==> src/gpc_pkg.sv <==
// gpc_pkg: register indices, field positions, reset values and sense codes
// of the eight-pin port; byte address on the bus is four times the index
package gpc_pkg;

  localparam int NPIN = 8;

  localparam logic [5:0] IDX_DRIVE_EN   = 6'h00;
  localparam logic [5:0] IDX_DRIVE_LVL  = 6'h01;
  localparam logic [5:0] IDX_SAMPLED    = 6'h02;
  localparam logic [5:0] IDX_EVENTS     = 6'h03;
  localparam logic [5:0] IDX_IRQ_MASK   = 6'h04;
  localparam logic [5:0] IDX_SHARED_PAT = 6'h0b;
  localparam logic [5:0] IDX_BULK_SET   = 6'h0d;
  localparam logic [5:0] IDX_BULK_CLR   = 6'h0e;
  localparam logic [5:0] IDX_LANE_BASE  = 6'h10;
  localparam logic [5:0] IDX_LANE_LAST  = 6'h17;

  localparam int POS_FLIP  = 7;
  localparam int POS_PULL  = 3;
  localparam int POS_SENSE = 0;

  // bits 6:4 of a lane setup are not implemented and read as zero
  localparam logic [7:0]  CTRL_IMPL = 8'h8f;
  localparam logic [7:0]  RST_BYTE  = 8'h00;
  localparam logic [31:0] RST_WORD  = 32'h0000_0000;

  typedef enum logic [2:0] {
    SNS_OFF_BUF_ON = 3'h0,
    SNS_ANY_EDGE   = 3'h1,
    SNS_RISE       = 3'h2,
    SNS_FALL       = 3'h3,
    SNS_BUF_OFF    = 3'h4,
    SNS_LOW        = 3'h5
  } gpc_sense_t;

endpackage

==> src/gpc_lane.sv <==
// gpc_lane: one pin of the port - input synchroniser, sampling, event
// detection and registered pad controls
// assumes ctrl_in, drive_en_in and drive_lvl_in come from the system clock
`timescale 1ns/10ps
module gpc_lane
  import gpc_pkg::*;
(
  input  wire logic       clk_in,
  input  wire logic       arst_n_in,
  input  wire logic       pin_in,
  input  wire logic [7:0] ctrl_in,
  input  wire logic       drive_en_in,
  input  wire logic       drive_lvl_in,
  output logic            sampled_out,
  output logic            event_out,
  output logic            pin_out,
  output logic            oe_out,
  output logic            pull_out
);
  logic       meta_q;
  logic       sync_q;
  logic       samp_q;
  logic       flip;
  logic       buf_on;
  logic       lvl;
  gpc_sense_t sense;

  assign flip   = ctrl_in[POS_FLIP];
  assign sense  = gpc_sense_t'(ctrl_in[POS_SENSE +: 3]);
  assign buf_on = (sense != SNS_BUF_OFF);
  assign lvl    = sync_q ^ flip;
  assign sampled_out = samp_q;

  always_ff @(posedge clk_in or negedge arst_n_in) begin
    if (!arst_n_in) begin
      meta_q <= 1'b0;
      sync_q <= 1'b0;
    end else begin
      meta_q <= pin_in;
      sync_q <= meta_q;
    end
  end

  // a frozen bit may look like an edge once the buffer is switched back on
  always_ff @(posedge clk_in or negedge arst_n_in) begin
    if (!arst_n_in) begin
      samp_q <= 1'b0;
    end else if (buf_on) begin
      samp_q <= lvl;
    end
  end

  always_comb begin
    event_out = 1'b0;
    case (sense)
      SNS_ANY_EDGE: event_out = lvl ^ samp_q;
      SNS_RISE:     event_out = lvl & ~samp_q;
      SNS_FALL:     event_out = ~lvl & samp_q;
      SNS_LOW:      event_out = ~lvl;
      default:      event_out = 1'b0;
    endcase
  end

  always_ff @(posedge clk_in or negedge arst_n_in) begin
    if (!arst_n_in) begin
      pin_out  <= 1'b0;
      oe_out   <= 1'b0;
      pull_out <= 1'b0;
    end else begin
      pin_out  <= drive_lvl_in ^ flip;
      oe_out   <= drive_en_in;
      pull_out <= ctrl_in[POS_PULL] & ~drive_en_in;
    end
  end
endmodule

==> src/gpc_top.sv <==
// gpc_top: eight-pin port with apb register slave, bulk lane setup,
// fast alias registers, event flags and a masked interrupt
// assumes a single 50 MHz clock; pins are asynchronous to it
//
// Contract
// - bulk set mask bit n ORs the shared pattern into lane setup n
// - bulk clear mask bit n clears pattern bits in lane setup n
// - zero mask bits leave their lane setup untouched
// - reads of the bulk set and clear masks return zero
// - one bulk write updates all selected lanes in one cycle
// - polarity flip inverts both sampled input and driven output
// - weak pull-up acts only while the pin is input-only
// - codes 0 to 3 keep buffer on: none, any edge, rise, fall
// - code 4 turns buffer and events off; sampled bit freezes
// - code 5 senses low level and retriggers while pin stays low
// - alias registers at 0x00 to 0x03 act as the port registers
// - drive enable one drives the pin, zero makes it input-only
// - drive enable does not touch the input buffer
// - drive level sets the pin level while drive enable is set
// - writing one to a sampled bit toggles the drive level bit
// - event flag sets on a sense match, clears on write of one
// - shared pattern is mirrored across all port instances
`timescale 1ns/10ps
module gpc_top
  import gpc_pkg::*;
(
  input  wire logic        CLK_SYS_IN,
  input  wire logic        ARST_N_IN,
  input  wire logic        PSEL_IN,
  input  wire logic        PENABLE_IN,
  input  wire logic        PWRITE_IN,
  input  wire logic [7:0]  PADDR_IN,
  input  wire logic [31:0] PWDATA_IN,
  input  wire logic [3:0]  PSTRB_IN,
  output logic      [31:0] PRDATA_OUT,
  output logic             PREADY_OUT,
  output logic             PSLVERR_OUT,
  input  wire logic [7:0]  PIN_IN,
  output logic      [7:0]  PIN_OUT,
  output logic      [7:0]  PIN_OE_OUT,
  output logic      [7:0]  PULLUP_EN_OUT,
  input  wire logic [7:0]  SHARED_PAT_IN,
  input  wire logic        SHARED_PAT_LOAD_IN,
  output logic      [7:0]  SHARED_PAT_OUT,
  output logic             SHARED_PAT_WR_OUT,
  output logic             IRQ_OUT
);
  logic [7:0]  drive_en_q;
  logic [7:0]  drive_lvl_q;
  logic [7:0]  flags_q;
  logic [7:0]  mask_q;
  logic [7:0]  pat_q;
  logic [7:0]  ctrl_q [NPIN];
  logic [31:0] prdata_q;
  logic        pready_q;
  logic        pslverr_q;
  logic        irq_q;
  logic        pat_wr_q;

  logic [5:0]  idx;
  logic [2:0]  lane_sel;
  logic        lane_hit;
  logic        setup;
  logic        acc;
  logic        wr;
  logic        mapped;
  logic [7:0]  wb;
  logic [7:0]  rd_byte;
  logic [7:0]  samp_v;
  logic [7:0]  ev_v;
  logic [7:0]  clr_v;

  assign idx      = PADDR_IN[7:2];
  assign lane_sel = idx[2:0];
  assign lane_hit = (idx >= IDX_LANE_BASE) && (idx <= IDX_LANE_LAST);
  assign setup    = PSEL_IN && !PENABLE_IN;
  assign acc      = PSEL_IN && PENABLE_IN && pready_q;
  // only byte lane 0 carries register data
  assign wr       = acc && PWRITE_IN && PSTRB_IN[0] && mapped;
  assign wb       = PWDATA_IN[7:0];

  assign PRDATA_OUT        = prdata_q;
  assign PREADY_OUT        = pready_q;
  assign PSLVERR_OUT       = pslverr_q;
  assign IRQ_OUT           = irq_q;
  assign SHARED_PAT_OUT    = pat_q;
  assign SHARED_PAT_WR_OUT = pat_wr_q;

  always_comb begin
    mapped = lane_hit;
    case (idx)
      IDX_DRIVE_EN,
      IDX_DRIVE_LVL,
      IDX_SAMPLED,
      IDX_EVENTS,
      IDX_IRQ_MASK,
      IDX_SHARED_PAT,
      IDX_BULK_SET,
      IDX_BULK_CLR: mapped = 1'b1;
      default:      mapped = lane_hit;
    endcase
  end

  always_comb begin
    rd_byte = RST_BYTE;
    case (idx)
      IDX_DRIVE_EN:   rd_byte = drive_en_q;
      IDX_DRIVE_LVL:  rd_byte = drive_lvl_q;
      IDX_SAMPLED:    rd_byte = samp_v;
      IDX_EVENTS:     rd_byte = flags_q;
      IDX_IRQ_MASK:   rd_byte = mask_q;
      IDX_SHARED_PAT: rd_byte = pat_q;
      IDX_BULK_SET:   rd_byte = RST_BYTE;
      IDX_BULK_CLR:   rd_byte = RST_BYTE;
      default: begin
        if (lane_hit) begin
          rd_byte = ctrl_q[lane_sel];
        end
      end
    endcase
  end

  // zero wait states: read data is taken in the setup cycle
  always_ff @(posedge CLK_SYS_IN or negedge ARST_N_IN) begin
    if (!ARST_N_IN) begin
      prdata_q  <= RST_WORD;
      pready_q  <= 1'b0;
      pslverr_q <= 1'b0;
    end else begin
      pready_q  <= setup;
      pslverr_q <= setup && !mapped;
      if (setup) begin
        prdata_q <= {24'h00_0000, rd_byte};
      end
    end
  end

  always_ff @(posedge CLK_SYS_IN or negedge ARST_N_IN) begin
    if (!ARST_N_IN) begin
      drive_en_q <= RST_BYTE;
    end else if (wr && idx == IDX_DRIVE_EN) begin
      drive_en_q <= wb;
    end
  end

  always_ff @(posedge CLK_SYS_IN or negedge ARST_N_IN) begin
    if (!ARST_N_IN) begin
      drive_lvl_q <= RST_BYTE;
    end else if (wr && idx == IDX_DRIVE_LVL) begin
      drive_lvl_q <= wb;
    end else if (wr && idx == IDX_SAMPLED) begin
      drive_lvl_q <= drive_lvl_q ^ wb;
    end
  end

  assign clr_v = (wr && idx == IDX_EVENTS) ? wb : RST_BYTE;

  // a new event beats a clear landing in the same cycle
  always_ff @(posedge CLK_SYS_IN or negedge ARST_N_IN) begin
    if (!ARST_N_IN) begin
      flags_q <= RST_BYTE;
    end else begin
      flags_q <= (flags_q & ~clr_v) | ev_v;
    end
  end

  always_ff @(posedge CLK_SYS_IN or negedge ARST_N_IN) begin
    if (!ARST_N_IN) begin
      mask_q <= RST_BYTE;
    end else if (wr && idx == IDX_IRQ_MASK) begin
      mask_q <= wb;
    end
  end

  // irq lags the flag by one cycle so that it comes from a flop
  always_ff @(posedge CLK_SYS_IN or negedge ARST_N_IN) begin
    if (!ARST_N_IN) begin
      irq_q <= 1'b0;
    end else begin
      irq_q <= |(flags_q & mask_q);
    end
  end

  // a local write wins over a mirrored load from another port
  always_ff @(posedge CLK_SYS_IN or negedge ARST_N_IN) begin
    if (!ARST_N_IN) begin
      pat_q    <= RST_BYTE;
      pat_wr_q <= 1'b0;
    end else begin
      pat_wr_q <= wr && idx == IDX_SHARED_PAT;
      if (wr && idx == IDX_SHARED_PAT) begin
        pat_q <= wb & CTRL_IMPL;
      end else if (SHARED_PAT_LOAD_IN) begin
        pat_q <= SHARED_PAT_IN & CTRL_IMPL;
      end
    end
  end

  always_ff @(posedge CLK_SYS_IN or negedge ARST_N_IN) begin
    if (!ARST_N_IN) begin
      for (int i = 0; i < NPIN; i++) begin
        ctrl_q[i] <= RST_BYTE;
      end
    end else begin
      for (int i = 0; i < NPIN; i++) begin
        if (wr && lane_hit && lane_sel == 3'(i)) begin
          ctrl_q[i] <= wb & CTRL_IMPL;
        end else if (wr && idx == IDX_BULK_SET && wb[i]) begin
          ctrl_q[i] <= ctrl_q[i] | pat_q;
        end else if (wr && idx == IDX_BULK_CLR && wb[i]) begin
          ctrl_q[i] <= ctrl_q[i] & ~pat_q;
        end
      end
    end
  end

  for (genvar k = 0; k < NPIN; k++) begin : g_lane
    gpc_lane u_lane (
      .clk_in       (CLK_SYS_IN),
      .arst_n_in    (ARST_N_IN),
      .pin_in       (PIN_IN[k]),
      .ctrl_in      (ctrl_q[k]),
      .drive_en_in  (drive_en_q[k]),
      .drive_lvl_in (drive_lvl_q[k]),
      .sampled_out  (samp_v[k]),
      .event_out    (ev_v[k]),
      .pin_out      (PIN_OUT[k]),
      .oe_out       (PIN_OE_OUT[k]),
      .pull_out     (PULLUP_EN_OUT[k])
    );

  end
endmodule

==> config.mk <==
export PLATFORM = sky130hd
export DESIGN_NAME = gpc_top
export DESIGN_NICKNAME = d
export VERILOG_FILES = /design/src/gpc_pkg.sv /design/src/gpc_lane.sv /design/src/gpc_top.sv
export SDC_FILE = /design/constraint.sdc
export NUM_CORES = 1
export LEC_CHECK = 0
export ABC_AREA = 0
export BUFFER_PORTS_ARGS = -buffer_cell sky130_fd_sc_hd__buf_2
export CAP_MARGIN = 20
export CELL_PAD_IN_SITES_DETAIL_PLACEMENT = 0
export CELL_PAD_IN_SITES_GLOBAL_PLACEMENT = 1
export CORE_ASPECT_RATIO = 0.8
export CORE_MARGIN = 1
export CORE_UTILIZATION = 45
export CTS_CLUSTER_SIZE = 12
export DETAILED_ROUTE_END_ITERATION = 10
export PLACE_DENSITY = 0.84
export SETUP_SLACK_MARGIN = 0.15
export SYNTH_ARGS = -nofsm -noshare
export SYNTH_HDL_FRONTEND = slang
export SYNTH_SLANG_ARGS = --single-unit
export TNS_END_PERCENT = 100
==> constraint.sdc <==
create_clock -name CLK_SYS_IN -period 3.55 [get_ports CLK_SYS_IN]
set_input_delay 0.1775 -clock CLK_SYS_IN [delete_from_list [all_inputs] [get_ports CLK_SYS_IN]]
set_output_delay 0.1775 -clock CLK_SYS_IN [all_outputs]
set_load 0.01 [all_outputs]
==> flow_metrics.tcl <==
set metrics [dict create \
    setup_viol 0 \
    synth_top_area_frac 0.460 \
    worst_path_largest_cell_delay_ns 0.48 \
    worst_slew_pin_slew_ns 0.915 \
    grt_overflow_total 0 \
    fin_crit_ns 2.13 \
    yosysMostFrequentCell "dfrtp_1" \
    grtUsageTotal 0.256 \
    r2r-end "drive_lvl_q[6]" \
    clock_sinks 137 \
    synthXorXnorAreaFrac 0.0200 \
    path_cells "nand4_2 > nor2_1 > buf_4 > nand3_1 > o211ai_1 > o21ai_1" \
    routabilityCongestion 0.903 \
    cts_tree "done" \
    io_pins 134 \
    r2r_slack_ns 1.42 \
    critPathKind "reg2reg" \
    synth_commonest_cells "dfrtp_1 (137), nor2_1 (63), nand2_1 (62)" \
    crit_fanout 9 \
    dp_hpwl_um 13900 \
    post_cts_buffers 0 \
    synth_compound_area_frac 0.168 \
    swShare 0.255 \
    synthSimpleGateAreaFrac 0.157 \
    endpoint_kind "flop" \
    io_buffers 74 \
    synth_edf_count 0 \
    syn-instance-count 760 \
    fin_util 0.518 \
    async_flop_share 1.00 \
    wl_per_cell_um 20.5 \
    syn_avg_cell_area_um2 9.80 \
    period_share 0.599 \
    relSlewSlack 0.390 \
    syn_to_final_growth_pct 10.8 \
    drtIter0Drc 491 \
    worst-endpoint-required_ns 3.84 \
    cts_hold_buf 9 \
    syn-cell-area_um2 7450 \
    coreArea_um2 16000 \
    rr_startpoint "PREADY_OUT" \
    synth_top_flop_cell "dfrtp_1" \
    clk_root_buffer_cell "clkbuf_16" \
    htreeDepth 4 \
    grt_first_pass_wirelength_um 32600 \
    die_area_um2 17100 \
    grt_max_degree 97 \
    drv_slew 0 \
    rsz0062_at_grt "no" \
    yosys_warnings 0 \
    hold_viol 0 \
    cp-start-kind "flop" \
    synth.mux.area_fraction 0.0726 \
    crit_path_top_delay_cell "nand3_1" \
    ys_seq_area_frac 0.460 \
    firstDrtPassIters 5 \
    cts_resized 0 \
    largest-register "ctrl_q" \
    postRouteAntennaNets 0 \
    netlist_top_cells_area "dfrtp_1 (46%), buf_4 (5.1%), a21oi_1 (3.6%)" \
    hold_slack_ns 0.0624 \
    internal_power_mw 2.74 \
    synth_adder_area_share 0.0269 \
    drive_gt1_frac 0.172 \
    power_frac_comb 0.091 \
    power.switching_mw 0.939 \
    wirelength_um 21000 \
    viasPerCell 5.89 \
    rows 41 \
    synth_area_leader_cell "dfrtp_1" \
    die_height_um 117 \
    hp-class "in2reg" \
    drc 0 \
    synth_top_family_by_area "compound AO/OA/AOI/OAI gates" \
    nFillCells 1449 \
    antenna_found_initial 0 \
    fmax_mhz 470 \
    p_leak_nw 3.85 \
    arrival_ns 2.42 \
    nets 880 \
    tns_ns 0 \
    cts.path.max_buffers 2 \
    ys_seq_elements 137 \
    cts-buffers-inserted 17 \
    antennaDiodeCount 0 \
    grt_pass1_vias 5757 \
    ir_drop_uv 365 \
    clk_latency_ns 0.42 \
    cellPowerDensity_nw_per_um2 445 \
    startpoint "PREADY_OUT" \
    clock_power_share 0.438 \
    r2r_cells 6 \
    cts.clk_slew.worst_paths_ns 0.06 \
    start_util 0.467 \
    crit_path_end "drive_lvl_q[6]" \
    vias 6024 \
    die_w_um 146 \
    largest_reg_flops 40 \
    skew_ns 0.00503 \
    maxCapViolCount 0 \
    seq_power_share 0.470 \
    status "finished clean" \
    synth_cell_types 55 \
]
-- cell usage in the layout, fill, tap and decap left out, drive strengths merged, types with 6 or more instances in the layout --
cell type / instances
nor2: 64
nand2: 62
clkbuf: 25
nand3: 43
nor2b: 21
xor2: 16
dlygate4sd3: 9
a22oi: 20
mux2: 18
a31oi: 13
mux2i: 18
dfrtp: 137
buf: 82
conb: 27
o2bb2ai: 6
inv: 26
a31o: 7
a21oi: 53
a32oi: 16
ha: 16
o211ai: 9
o21ai: 37
a221oi: 6
mux4: 7
a22o: 11
nor3b: 9
-- worst max-delay path: cells and delay by family, from the launching register on --
family                 cells  cell delay [ns]
and+or+nand+nor            3             0.93
buffers and inverters      1             0.21
DFF                        1             0.36
AOI/OAI and AO/OA          2             0.50
-- logic make-up (layout without fill, tap and decap cells) --
| kind of cell | count (synthesis) | in the layout |
|---|---|---|
| AO/OA/AOI/OAI | 190 | 190 |
| XOR/XNOR | 17 | 17 |
| adder cells (fa/ha/maj) | 16 | 16 |
| buffers and inverters | 125 | 147 |
| flip-flops | 137 | 137 |
| multiplexers | 43 | 43 |
| other | 1 | 27 |
| AND/OR/NAND/NOR | 231 | 231 |
-- per-layer routing --
metal	vias up	part of all wire	track usage
met4	0	0.016	0.0961
met2	324	0.44	0.385
met1	2970	0.45	0.361
met3	30	0.097	0.0601
li1	2700	-	-
met5	-	0	0
-- power by group through the flow --
stage	clock, mW	combinational (mW)	sequential, mW
final	1.61	0.336	1.73
after global routing	1.70	0.369	1.74
after CTS	1.64	0.335	1.72
after detailed placement	0	0.324	1.75
after global placement	0	0.315	1.75
after floorplan	0	0.243	1.70
-- how the worst min path moves through the flow --
stage,endpoint,cells after the start,startpoint,slack [ns]
final,SHARED_PAT_OUT[3],3,SHARED_PAT_IN[3],0.06
after global routing,PSLVERR_OUT,3,PADDR_IN[7],0.08
after CTS,SHARED_PAT_OUT[3],3,SHARED_PAT_IN[3],0.05
after detailed placement,g_lane[1].u_lane.meta_q,1,PIN_IN[1],0.29
after global placement,g_lane[4].u_lane.meta_q,1,PIN_IN[4],0.29
after floorplan,IRQ_OUT,0,ARST_N_IN,-0.12
-- per-stage QoR --
stage          instance area (µm²)  std cells  setup slack, ns  total power, mW
2_1_floorplan                 7550        786             1.76             1.94
3_3_place_gp                  7650        985             1.23             2.06
5_1_grt                       8260       1023             1.35             3.80
4_1_cts                       8260       1023             1.48             3.69
3_5_place_dp                  7650        985             1.17             2.08
6_report                      8260       1023             1.42             3.68
-- layout make-up --
cell class	count	area, µm²	share of cell area
timing repair buffer	91	527	0.0638
clock inverter	4	45.0	0.00545
tap	215	269	0.0326
sequential	137	3430	0.415
clock buffer	25	475	0.0576
inverter	27	101	0.0123
multi-input combinational	524	3410	0.413
(Power assumes the default switching activity.)
